===== config.mk =====
export PLATFORM = sky130hd
export DESIGN_NAME = flash_bus_host
export DESIGN_NICKNAME = d
export VERILOG_FILES = /design/src/rtl/flash_host_pkg.sv /design/src/rtl/flash_bus_host.sv /design/src/rtl/byte_fifo.sv
export SDC_FILE = /design/constraint.sdc
export NUM_CORES = 1
export LEC_CHECK = 0
export ABC_AREA = 1
export BUFFER_PORTS_ARGS = -buffer_cell sky130_fd_sc_hd__buf_2
export CELL_PAD_IN_SITES_DETAIL_PLACEMENT = 0
export CELL_PAD_IN_SITES_GLOBAL_PLACEMENT = 1
export CORE_MARGIN = 2
export CORE_UTILIZATION = 38
export DETAILED_ROUTE_END_ITERATION = 8
export GPL_TIMING_DRIVEN = 1
export PLACE_DENSITY_LB_ADDON = 0.25
export SLEW_MARGIN = 5
export SYNTH_ARGS = -nofsm -noshare
export SYNTH_HDL_FRONTEND = slang
export SYNTH_SLANG_ARGS = --single-unit

===== constraint.sdc =====
create_clock -name clk -period 2.1 [get_ports clk]
set_clock_uncertainty 0.05 [all_clocks]
set_input_delay 0.21 -clock clk [delete_from_list [all_inputs] [get_ports clk]]
set_output_delay 0.21 -clock clk [all_outputs]
set_load 0.005 [all_outputs]

===== src/rtl/flash_host_pkg.sv =====
// Purpose: Constants for the parallel flash host controller
// Assumes: 250 MHz clock, x8 multiplexed flash bus
// Notes:   Command codes, address layout and strobe timing counts
package flash_host_pkg;
	// ==========================================
	// Command codes
	localparam logic [7:0] CMD_READ      = 8'h00;
	localparam logic [7:0] CMD_READ_CONF = 8'h30;
	localparam logic [7:0] CMD_CACHE_CF  = 8'h31;
	localparam logic [7:0] CMD_EXIT_CACHE = 8'h34;
	localparam logic [7:0] CMD_RND_OUT   = 8'h05;
	localparam logic [7:0] CMD_RND_OUT_CF = 8'hE0;
	localparam logic [7:0] CMD_PROG      = 8'h80;
	localparam logic [7:0] CMD_PROG_CF   = 8'h10;
	localparam logic [7:0] CMD_RND_IN    = 8'h85;
	localparam logic [7:0] CMD_ERASE     = 8'h60;
	localparam logic [7:0] CMD_ERASE_CF  = 8'hD0;
	localparam logic [7:0] CMD_RESET     = 8'hFF;
	localparam logic [7:0] CMD_SIG       = 8'h90;
	localparam logic [7:0] CMD_STATUS    = 8'h70;
	// ==========================================
	// Address layout
	localparam int ADDR_W    = 30;
	localparam int COL_LSB   = 0;
	localparam int COL_W     = 12;
	localparam int PAGE_LSB  = 12;
	localparam int PAGE_W    = 7;
	localparam int BLOCK_LSB = 19;
	localparam int BLOCK_W   = 11;
	localparam logic [2:0] ADDR_CYCLES = 3'h5;
	// ==========================================
	// Strobe timing: each strobe phase lasts at least this long
	localparam int CLK_PERIOD_PS = 4000;
	localparam int STROBE_PS     = 24000;
	localparam logic [3:0] STROBE_CYC =
		4'((STROBE_PS + CLK_PERIOD_PS - 1) / CLK_PERIOD_PS);
	// ==========================================
	// Host request opcodes
	localparam logic [2:0] OP_CMD   = 3'h0;
	localparam logic [2:0] OP_ADDR  = 3'h1;
	localparam logic [2:0] OP_WDATA = 3'h2;
	localparam logic [2:0] OP_RDATA = 3'h3;
	localparam logic [2:0] OP_IDLE  = 3'h4;
	localparam int FIFO_W = 8;
	localparam int FIFO_D = 4;
endpackage


===== src/rtl/flash_bus_host.sv =====
// Purpose: Host controller driving the x8 flash bus strobes
// Assumes: Inputs synchronous to clk; flash needs no clock of its own
// Notes:   One request per bus cycle; read bytes pass through a FIFO
//
// Behaviour
// - Read cycles: chip select low, latches low
// - Each read strobe fall yields one byte
// - Guard high for program, erase, data
// - Address takes five bytes, padded fields
// - Read: 00h, address, 30h
// - Program 80h..10h, erase 60h..D0h
// - Address and data between the two codes
`timescale 1ns/1ps
`default_nettype none
module flash_bus_host
	import flash_host_pkg::*;
(
	input  wire logic        clk,          // 250 MHz clock
	input  wire logic        nrst,         // Async reset, low
	input  wire logic        req_valid,    // Request present
	input  wire logic [2:0]  req_op,       // Request opcode
	input  wire logic [7:0]  req_byte,     // Command or data byte
	input  wire logic [29:0] req_addr,     // Full flash address
	output logic             req_ready_ff, // Request accepted, pulse
	output logic             req_err_ff,   // Request refused, pulse
	output logic [7:0]       rd_data,      // Read byte from FIFO
	output logic             rd_valid,     // Read byte valid
	input  wire logic        rd_ready,     // Read byte taken
	input  wire logic        guard_en,     // Allow program/erase
	output logic             chip_sel_n_ff,// Chip select, low active
	output logic             cmd_latch_en_ff, // Command latch enable
	output logic             addr_latch_en_ff,// Address latch enable
	output logic             wr_strobe_n_ff,  // Write strobe, low active
	output logic             rd_strobe_n_ff,  // Read strobe, low active
	output logic             write_guard_n_ff,// Write guard, low protects
	output logic [7:0]       data_bus_o_ff,   // Data bus out
	output logic             data_bus_oe_ff,  // Data bus output enable
	input  wire logic [7:0]  data_bus_i,      // Data bus in
	input  wire logic        ready_busy_n,    // Flash ready, high
	output logic             busy_ff          // Flash busy seen
);
	// ==========================================
	// State machine
	typedef enum logic [2:0] {
		ST_IDLE  = 3'b000,
		ST_SETUP = 3'b001,
		ST_WLOW  = 3'b010,
		ST_WHIGH = 3'b011,
		ST_RLOW  = 3'b100,
		ST_RHIGH = 3'b101
	} state_type;
	state_type   state_ff, nxt_state;   // Bus cycle state
	logic [3:0]  tmr_ff;                // Phase timer
	logic [2:0]  acnt_ff;               // Address byte index
	logic [2:0]  op_ff;                 // Op in progress
	logic [7:0]  pend_ff;               // Pending setup code
	logic        cache_ff;              // Cache read in progress
	logic        fifo_in_ready;         // FIFO has room
	logic        fifo_push_ff;          // Capture pulse
	logic [7:0]  fifo_byte_ff;          // Captured byte

	// Address byte for cycle n, with zero padding
	function automatic logic [7:0] addr_byte(input logic [29:0] a, input logic [2:0] n);
		case (n)
			3'h0:    addr_byte = a[7:0];
			3'h1:    addr_byte = {4'h0, a[11:8]};
			3'h2:    addr_byte = a[19:12];
			3'h3:    addr_byte = a[27:20];
			3'h4:    addr_byte = {6'h00, a[29:28]};
			default: addr_byte = 8'h00;
		endcase
	endfunction

	// Code classes
	wire is_pe_code = (req_byte == CMD_PROG) || (req_byte == CMD_ERASE) ||
		(req_byte == CMD_PROG_CF) || (req_byte == CMD_ERASE_CF) ||
		(req_byte == CMD_RND_IN);
	wire busy_ok = (req_byte == CMD_RESET) || (req_byte == CMD_STATUS) ||
		(cache_ff && req_byte == CMD_EXIT_CACHE);
	wire cf_ok = (req_byte == CMD_READ_CONF || req_byte == CMD_CACHE_CF) ?
		(pend_ff == CMD_READ || pend_ff == 8'hFE) :
		(req_byte == CMD_PROG_CF)    ? (pend_ff == CMD_PROG) :
		(req_byte == CMD_ERASE_CF)   ? (pend_ff == CMD_ERASE) :
		(req_byte == CMD_RND_OUT_CF) ? (pend_ff == CMD_RND_OUT) : 1'b1;
	wire is_busy  = !ready_busy_n;
	wire guard_bad = is_pe_code && !guard_en;
	wire cmd_bad  = (req_op == OP_CMD) &&
		((is_busy && !busy_ok) || guard_bad || !cf_ok);
	wire wd_bad   = (req_op == OP_WDATA) && (is_busy || !guard_en);
	wire rd_bad   = (req_op == OP_RDATA) && (is_busy || !fifo_in_ready);
	wire adr_bad  = (req_op == OP_ADDR) && (is_busy || acnt_ff >= ADDR_CYCLES);
	wire bad_op   = req_op > OP_IDLE;
	wire refuse   = cmd_bad || wd_bad || rd_bad || adr_bad || bad_op;
	wire start    = (state_ff == ST_IDLE) && req_valid && !req_ready_ff && !req_err_ff;
	wire tmr_done = tmr_ff == 4'h0;
	wire write_op = (op_ff == OP_CMD) || (op_ff == OP_ADDR) || (op_ff == OP_WDATA);

	// Next state decode
	always_comb begin
		nxt_state = state_ff;
		case (state_ff)
			ST_IDLE:  if (start && !refuse && req_op != OP_IDLE) nxt_state = ST_SETUP;
			ST_SETUP: if (tmr_done) nxt_state = write_op ? ST_WLOW : ST_RLOW;
			ST_WLOW:  if (tmr_done) nxt_state = ST_WHIGH;
			ST_WHIGH: if (tmr_done) nxt_state = ST_IDLE;
			ST_RLOW:  if (tmr_done) nxt_state = ST_RHIGH;
			ST_RHIGH: if (tmr_done) nxt_state = ST_IDLE;
			default:  nxt_state = ST_IDLE;
		endcase
	end

	// State and timer
	always_ff @(posedge clk or negedge nrst) begin
		if (!nrst) begin
			state_ff <= ST_IDLE;
			tmr_ff   <= 4'h0;
		end else begin
			state_ff <= nxt_state;
			tmr_ff   <= (nxt_state != state_ff) ? STROBE_CYC - 4'h1 :
				(tmr_done ? 4'h0 : tmr_ff - 4'h1);
		end
	end

	// Request answer pulses
	always_ff @(posedge clk or negedge nrst) begin
		if (!nrst) begin
			req_ready_ff <= 1'b0;
			req_err_ff   <= 1'b0;
		end else begin
			req_err_ff   <= start && refuse;
			req_ready_ff <= (start && !refuse && req_op == OP_IDLE) ||
				((state_ff == ST_WHIGH || state_ff == ST_RHIGH) && tmr_done);
		end
	end

	// Latch op and command tracking
	always_ff @(posedge clk or negedge nrst) begin
		if (!nrst) begin
			op_ff    <= OP_IDLE;
			acnt_ff  <= 3'h0;
			pend_ff  <= 8'hFE;
			cache_ff <= 1'b0;
		end else if (start && !refuse) begin
			op_ff <= req_op;
			if (req_op == OP_CMD) begin
				acnt_ff <= 3'h0;
				// Setup codes wait for their confirm; read confirm sets FEh, others except random input clear it
				if (req_byte == CMD_READ || req_byte == CMD_PROG ||
					req_byte == CMD_ERASE || req_byte == CMD_RND_OUT)
					pend_ff <= req_byte;
				else if (req_byte != CMD_RND_IN) // Random input keeps program pending
					pend_ff <= (req_byte == CMD_READ_CONF) ? 8'hFE : 8'h00;
				if (req_byte == CMD_CACHE_CF) cache_ff <= 1'b1;
				else if (req_byte == CMD_EXIT_CACHE || req_byte == CMD_RESET)
					cache_ff <= 1'b0;
			end else if (req_op == OP_ADDR) begin
				acnt_ff <= acnt_ff + 3'h1;
			end
		end
	end

	// Pin drivers
	always_ff @(posedge clk or negedge nrst) begin
		if (!nrst) begin
			chip_sel_n_ff    <= 1'b1;
			cmd_latch_en_ff  <= 1'b0;
			addr_latch_en_ff <= 1'b0;
			wr_strobe_n_ff   <= 1'b1;
			rd_strobe_n_ff   <= 1'b1;
			data_bus_o_ff    <= 8'h00;
			data_bus_oe_ff   <= 1'b0;
		end else if (start && !refuse && req_op != OP_IDLE) begin
			chip_sel_n_ff    <= 1'b0;
			cmd_latch_en_ff  <= req_op == OP_CMD;
			addr_latch_en_ff <= req_op == OP_ADDR;
			data_bus_oe_ff   <= req_op != OP_RDATA;
			data_bus_o_ff    <= (req_op == OP_ADDR) ? addr_byte(req_addr, acnt_ff) : req_byte;
		end else if (start && req_op == OP_IDLE) begin
			chip_sel_n_ff    <= 1'b1;
			data_bus_oe_ff   <= 1'b0;
		end else begin
			wr_strobe_n_ff <= !(nxt_state == ST_WLOW);
			rd_strobe_n_ff <= !(nxt_state == ST_RLOW);
			if (nxt_state == ST_IDLE) begin
				cmd_latch_en_ff  <= 1'b0;
				addr_latch_en_ff <= 1'b0;
				data_bus_oe_ff   <= 1'b0;
			end
		end
	end

	// Live guard follows the enable every cycle
	always_ff @(posedge clk or negedge nrst) begin
		if (!nrst) begin
			write_guard_n_ff <= 1'b0;
			busy_ff          <= 1'b0;
		end else begin
			write_guard_n_ff <= guard_en;
			busy_ff          <= is_busy;
		end
	end

	// Read byte capture at end of the low phase
	always_ff @(posedge clk or negedge nrst) begin
		if (!nrst) begin
			fifo_push_ff <= 1'b0;
			fifo_byte_ff <= 8'h00;
		end else begin
			fifo_push_ff <= (state_ff == ST_RLOW) && tmr_done;
			fifo_byte_ff <= data_bus_i;
		end
	end

	byte_fifo #(.W(FIFO_W), .D(FIFO_D)) u_fifo (
		.clk       (clk),
		.nrst      (nrst),
		.in_data   (fifo_byte_ff),
		.in_valid  (fifo_push_ff),
		.in_ready  (fifo_in_ready),
		.out_data  (rd_data),
		.out_valid (rd_valid),
		.out_ready (rd_ready)
	);

	// ==========================================
	// Assertions
	a_read_no_drive: assert property (@(posedge clk) disable iff (!nrst)
		!rd_strobe_n_ff |-> !data_bus_oe_ff && !cmd_latch_en_ff && !addr_latch_en_ff)
		else $error("Bus driven during read strobe");
	a_strobe_excl: assert property (@(posedge clk) disable iff (!nrst)
		!(!rd_strobe_n_ff && !wr_strobe_n_ff))
		else $error("Both strobes low");
	a_cmd_levels: assert property (@(posedge clk) disable iff (!nrst)
		$rose(wr_strobe_n_ff) && cmd_latch_en_ff |->
			!chip_sel_n_ff && !addr_latch_en_ff && rd_strobe_n_ff)
		else $error("Command strobe with wrong levels");
	a_addr_levels: assert property (@(posedge clk) disable iff (!nrst)
		$rose(wr_strobe_n_ff) && addr_latch_en_ff |-> !chip_sel_n_ff && !cmd_latch_en_ff)
		else $error("Address strobe with wrong levels");
	a_guard_live: assert property (@(posedge clk) disable iff (!nrst)
		##1 write_guard_n_ff == $past(guard_en))
		else $error("Guard output not following enable");
	a_guard_pe: assert property (@(posedge clk) disable iff (!nrst)
		start && req_op == OP_CMD && req_byte == CMD_PROG && !guard_en |=> req_err_ff)
		else $error("Program issued under guard");
	a_busy_refuse: assert property (@(posedge clk) disable iff (!nrst)
		start && is_busy && req_op == OP_CMD && req_byte == CMD_SIG |=> req_err_ff)
		else $error("Command issued while busy");
	a_addr_limit: assert property (@(posedge clk) disable iff (!nrst)
		start && req_op == OP_ADDR && acnt_ff == ADDR_CYCLES |=> req_err_ff)
		else $error("Sixth address byte sent");
	a_wr_pulse_len: assert property (@(posedge clk) disable iff (!nrst)
		$fell(wr_strobe_n_ff) |-> !wr_strobe_n_ff [*6])
		else $error("Write strobe too short");
	c_cmd: cover property (@(posedge clk) $rose(wr_strobe_n_ff) && cmd_latch_en_ff);
	c_read: cover property (@(posedge clk) fifo_push_ff);
	c_refuse: cover property (@(posedge clk) req_err_ff);
	c_fifo_full: cover property (@(posedge clk) !fifo_in_ready);
endmodule
`default_nettype wire


===== src/rtl/byte_fifo.sv =====
// Purpose: Small valid/ready FIFO for the read data path
// Assumes: Single clock
// Notes:   Depth must be a power of two
`timescale 1ns/1ps
`default_nettype none
module byte_fifo #(
	parameter int W = 8,
	parameter int D = 4
) (
	input  wire logic         clk,     // Clock
	input  wire logic         nrst,    // Async reset, low
	input  wire logic [W-1:0] in_data, // Write data
	input  wire logic         in_valid,// Write valid
	output logic              in_ready,// Not full
	output logic [W-1:0]      out_data,// Head word
	output logic              out_valid,// Not empty
	input  wire logic         out_ready // Drain
);
	localparam int AW = $clog2(D);
	logic [W-1:0]  mem_ff [D];  // Storage
	logic [AW:0]   wr_ff;       // Write pointer with wrap bit
	logic [AW:0]   rd_ff;       // Read pointer with wrap bit
	wire do_wr = in_valid && in_ready;
	wire do_rd = out_valid && out_ready;
	assign in_ready  = (wr_ff - rd_ff) != (AW+1)'(D);
	assign out_valid = wr_ff != rd_ff;
	assign out_data  = mem_ff[rd_ff[AW-1:0]];
	// Pointer update
	always_ff @(posedge clk or negedge nrst) begin
		if (!nrst) begin
			wr_ff <= '0;
			rd_ff <= '0;
		end else begin
			if (do_wr) wr_ff <= wr_ff + 1'b1;
			if (do_rd) rd_ff <= rd_ff + 1'b1;
		end
	end
	// Storage write
	always_ff @(posedge clk) begin
		if (do_wr) mem_ff[wr_ff[AW-1:0]] <= in_data;
	end
endmodule
`default_nettype wire


==> reports/metrics.cfg <==
[sta]
maxSlewViolCount = 0
max_freq_mhz = 472
finalSetupViolCount = 3
rsz0062_at_grt = yes
fin_ws_ps = -19.2
relSlewSlack = 0.601
hold_slack_ps = 60.8
finalHoldViolCount = 0
period_needed_ps = 2120
finalSetupTns_ps = -38.8
tightest_slew_ps = 598
period_share = 1.01

[place]
hpwl_mm = 7.88
gp_congestion = 0.796
place_area_sq_um = 5220
io_buffer_count = 81

[clock_network]
cts_tree = yes
clock_latency_ps = 340
cts_buffers = 9
cts_root_buf = clkbuf_16
htree_levels = 3
ctsLongestPathBuffers = 2
clkTransAtPathRegs_ps = 60
clock-sinks = 87

[grt]
grt_pass1_wl_mm = 17.1
grt_max_degree = 34
antenna_found_initial = 0
grt_use_total = 0.172
grt_pass1_vias = 3695
grt.overflow.total = 0

[synthesis]
syn_area_per_cell_sq_um = 8.83
yosys_warnings = 0
synth_nets = 566
ys_seq_elements = 87
synth_top_area_frac = 0.251
async_flop_share = 0.632
syn_inst = 497
ys_top_cells_by_area = dfrtp_1, edfxtp_1, nand2_1
synth_top_area_cell = dfrtp_1
synthDistinctLibCells = 37
synthFlopType = dfrtp_1
ys_seq_area_frac = 0.536
netlist_area_sq_um = 4390
synth-edff-count = 32

[floorplan]
core_sq_um = 11300
die_y_um = 111
start_util = 0.388
die_area_sq_um = 12400
die_x_um = 111
ios = 82
row_count = 39

[outcome]
status = finished with violations
violations = negative setup slack

[route]
via_count = 3665
dr.first_iter.drc_count = 105
wl_per_cell_um = 13.3
routed_via_density = 4.73
drtPass1Iterations = 4
wirelength_mm = 10.3
postRouteAntennaNets = 0
drc = 0

[hold_path]
hold_path.class = in2reg

[worst_setup_path]
startpoint_type = flip-flop
cp.arrival_ps = 2340
cp_max_fo = 8
cp-end-kind = flip-flop
worstPathRequired_ps = 2320
path_class = reg2reg

[pwr]
p_per_area_nw_per_um2 = 1190
p_leak_nw = 2.73
peakVddDrop_uv = 510

[final_layout]
final_common_cell = nand2_1
diodes = 0
fin_nets = 696
drive_above_1_share = 0.305
fin_area_sq_um = 5690
final_cell_mix = nand2_1, buf_2, nor2_1
syn_to_final_growth_pct = 29.6

[run]
max_cap_violations = 0

[sequential cells by signal (all words and copies together) (netlist names)]
register          cells
u_fifo.rd_ff          3
write_guard_n_ff      1
pend_ff               8
busy_ff               1
req_ready_ff          1
u_fifo.wr_ff          3
chip_sel_n_ff         1
tmr_ff                4
cmd_latch_en_ff       1
rd_strobe_n_ff        1
fifo_push_ff          1
acnt_ff               3
cache_ff              1
req_err_ff            1
state_ff              3
fifo_byte_ff          8
wr_strobe_n_ff        1
op_ff                 3
u_fifo.mem_ff        32
data_bus_o_ff         8
addr_latch_en_ff      1
data_bus_oe_ff        1
[worst paths after layout]
| check | start | to | slack, ps | depth (start not counted) |
|---|---|---|---|---|
| min in group asynchronous | nrst | fifo_byte_ff[5] | 360 | 2 |
| max reg2reg | u_fifo.rd_ff[1] | pend_ff[5] | -20 | 13 |
| min | ready_busy_n | busy_ff | 60 | 2 |
| max | u_fifo.rd_ff[1] | pend_ff[5] | -20 | 13 |
| max in group asynchronous | nrst | pend_ff[2] | 980 | 3 |
| min reg2reg | chip_sel_n_ff | chip_sel_n_ff | 420 | 2 |
[worst max-delay path: stages (launching register included)]
cell and delay (ps):
dfrtp_2 400, clkinv_4 60, ha_4 270, a21oi_2 50, or2_1 210, nand2_2 70
nand2_2 70, a21oi_4 190, nand2_4 90, nor2_8 180, nand2_8 100, nor2_8 140
nor2_1 60, nor2_1 110
[routing by layer]
layer / track usage / routed length (um) / share of wire / vias to the layer above
met5: 0 / 0 / 0 / -
met4: 0.0444 / 99 / 0.0096 / 0
met3: 0.0457 / 477 / 0.046 / 8
met2: 0.305 / 5150 / 0.50 / 77
met1: 0.209 / 4610 / 0.45 / 1699
li1: - / - / - / 1881
[where the power goes]
group / internal [mW] / leakage (nW) / switching [mW]
Combinational: 1.15 / 1.63 / 1.48
Clock: 0.968 / 0.150 / 0.670
Sequential: 2.21 / 0.953 / 0.298
Total: 4.33 / 2.73 / 2.45
[cell usage after synthesis (2+ instances only)]
master / count
edfxtp_1: 32
nand3_1: 21
xnor2_1: 2
inv_1: 51
o21ai_1: 3
buf_1: 2
a32o_1: 2
nand2_4: 3
a21oi_1: 12
o22ai_1: 10
nor2_1: 69
dfrtp_1: 44
nor3_1: 8
nor2_2: 8
or2_2: 5
clkbuf_1: 2
ha_1: 14
nand2_1: 117
inv_2: 9
xor2_1: 5
nand2_2: 6
or2_1: 2
nor2_8: 3
nand4_1: 5
o21ai_0: 40
dfstp_2: 11
[stage by stage]
stage               std cells  setup WS, ps  power (mW)  utilization
floorplan                 497          6.95        4.07            -
global placement          746          24.7        5.05        0.461
detailed placement        746         -41.3        5.10        0.461
CTS                       774         -26.8        6.85        0.501
global route              775          -153        7.34        0.503
finish                    775         -19.2        6.78        0.503
[cell type report]
type                       count  area [sq um]
timing repair buffer         124           766
sequential                    87          2350
tap                          143           179
inverter                      61           236
clock buffer                  10           239
clock inverter                 6          72.6
fill                        1118          5630
multi-input combinational    344          1840
[timing repair]
action | CTS | global route
buffers inserted | 2 | 1
endpoints found under the setup margin | 19 | 29
gates cloned | 0 | 0
hold buffers | 10 | 0
gates resized for setup | 5 | 4
pin swaps | 7 | 4
endpoints found under the hold margin | 31 | 0
[cell families after synthesis]
logic type                 Yosys count  share of synthesized area
buffers and inverters               66                     0.0573
DFF                                 87                      0.536
and+or+nand+nor                    252                      0.262
AOI/OAI and AO/OA                   71                     0.0909
xor gates and xnor gates             7                     0.0140
adders and majority gates           14                     0.0399
Note: power is estimated with default switching activity, not from simulation.
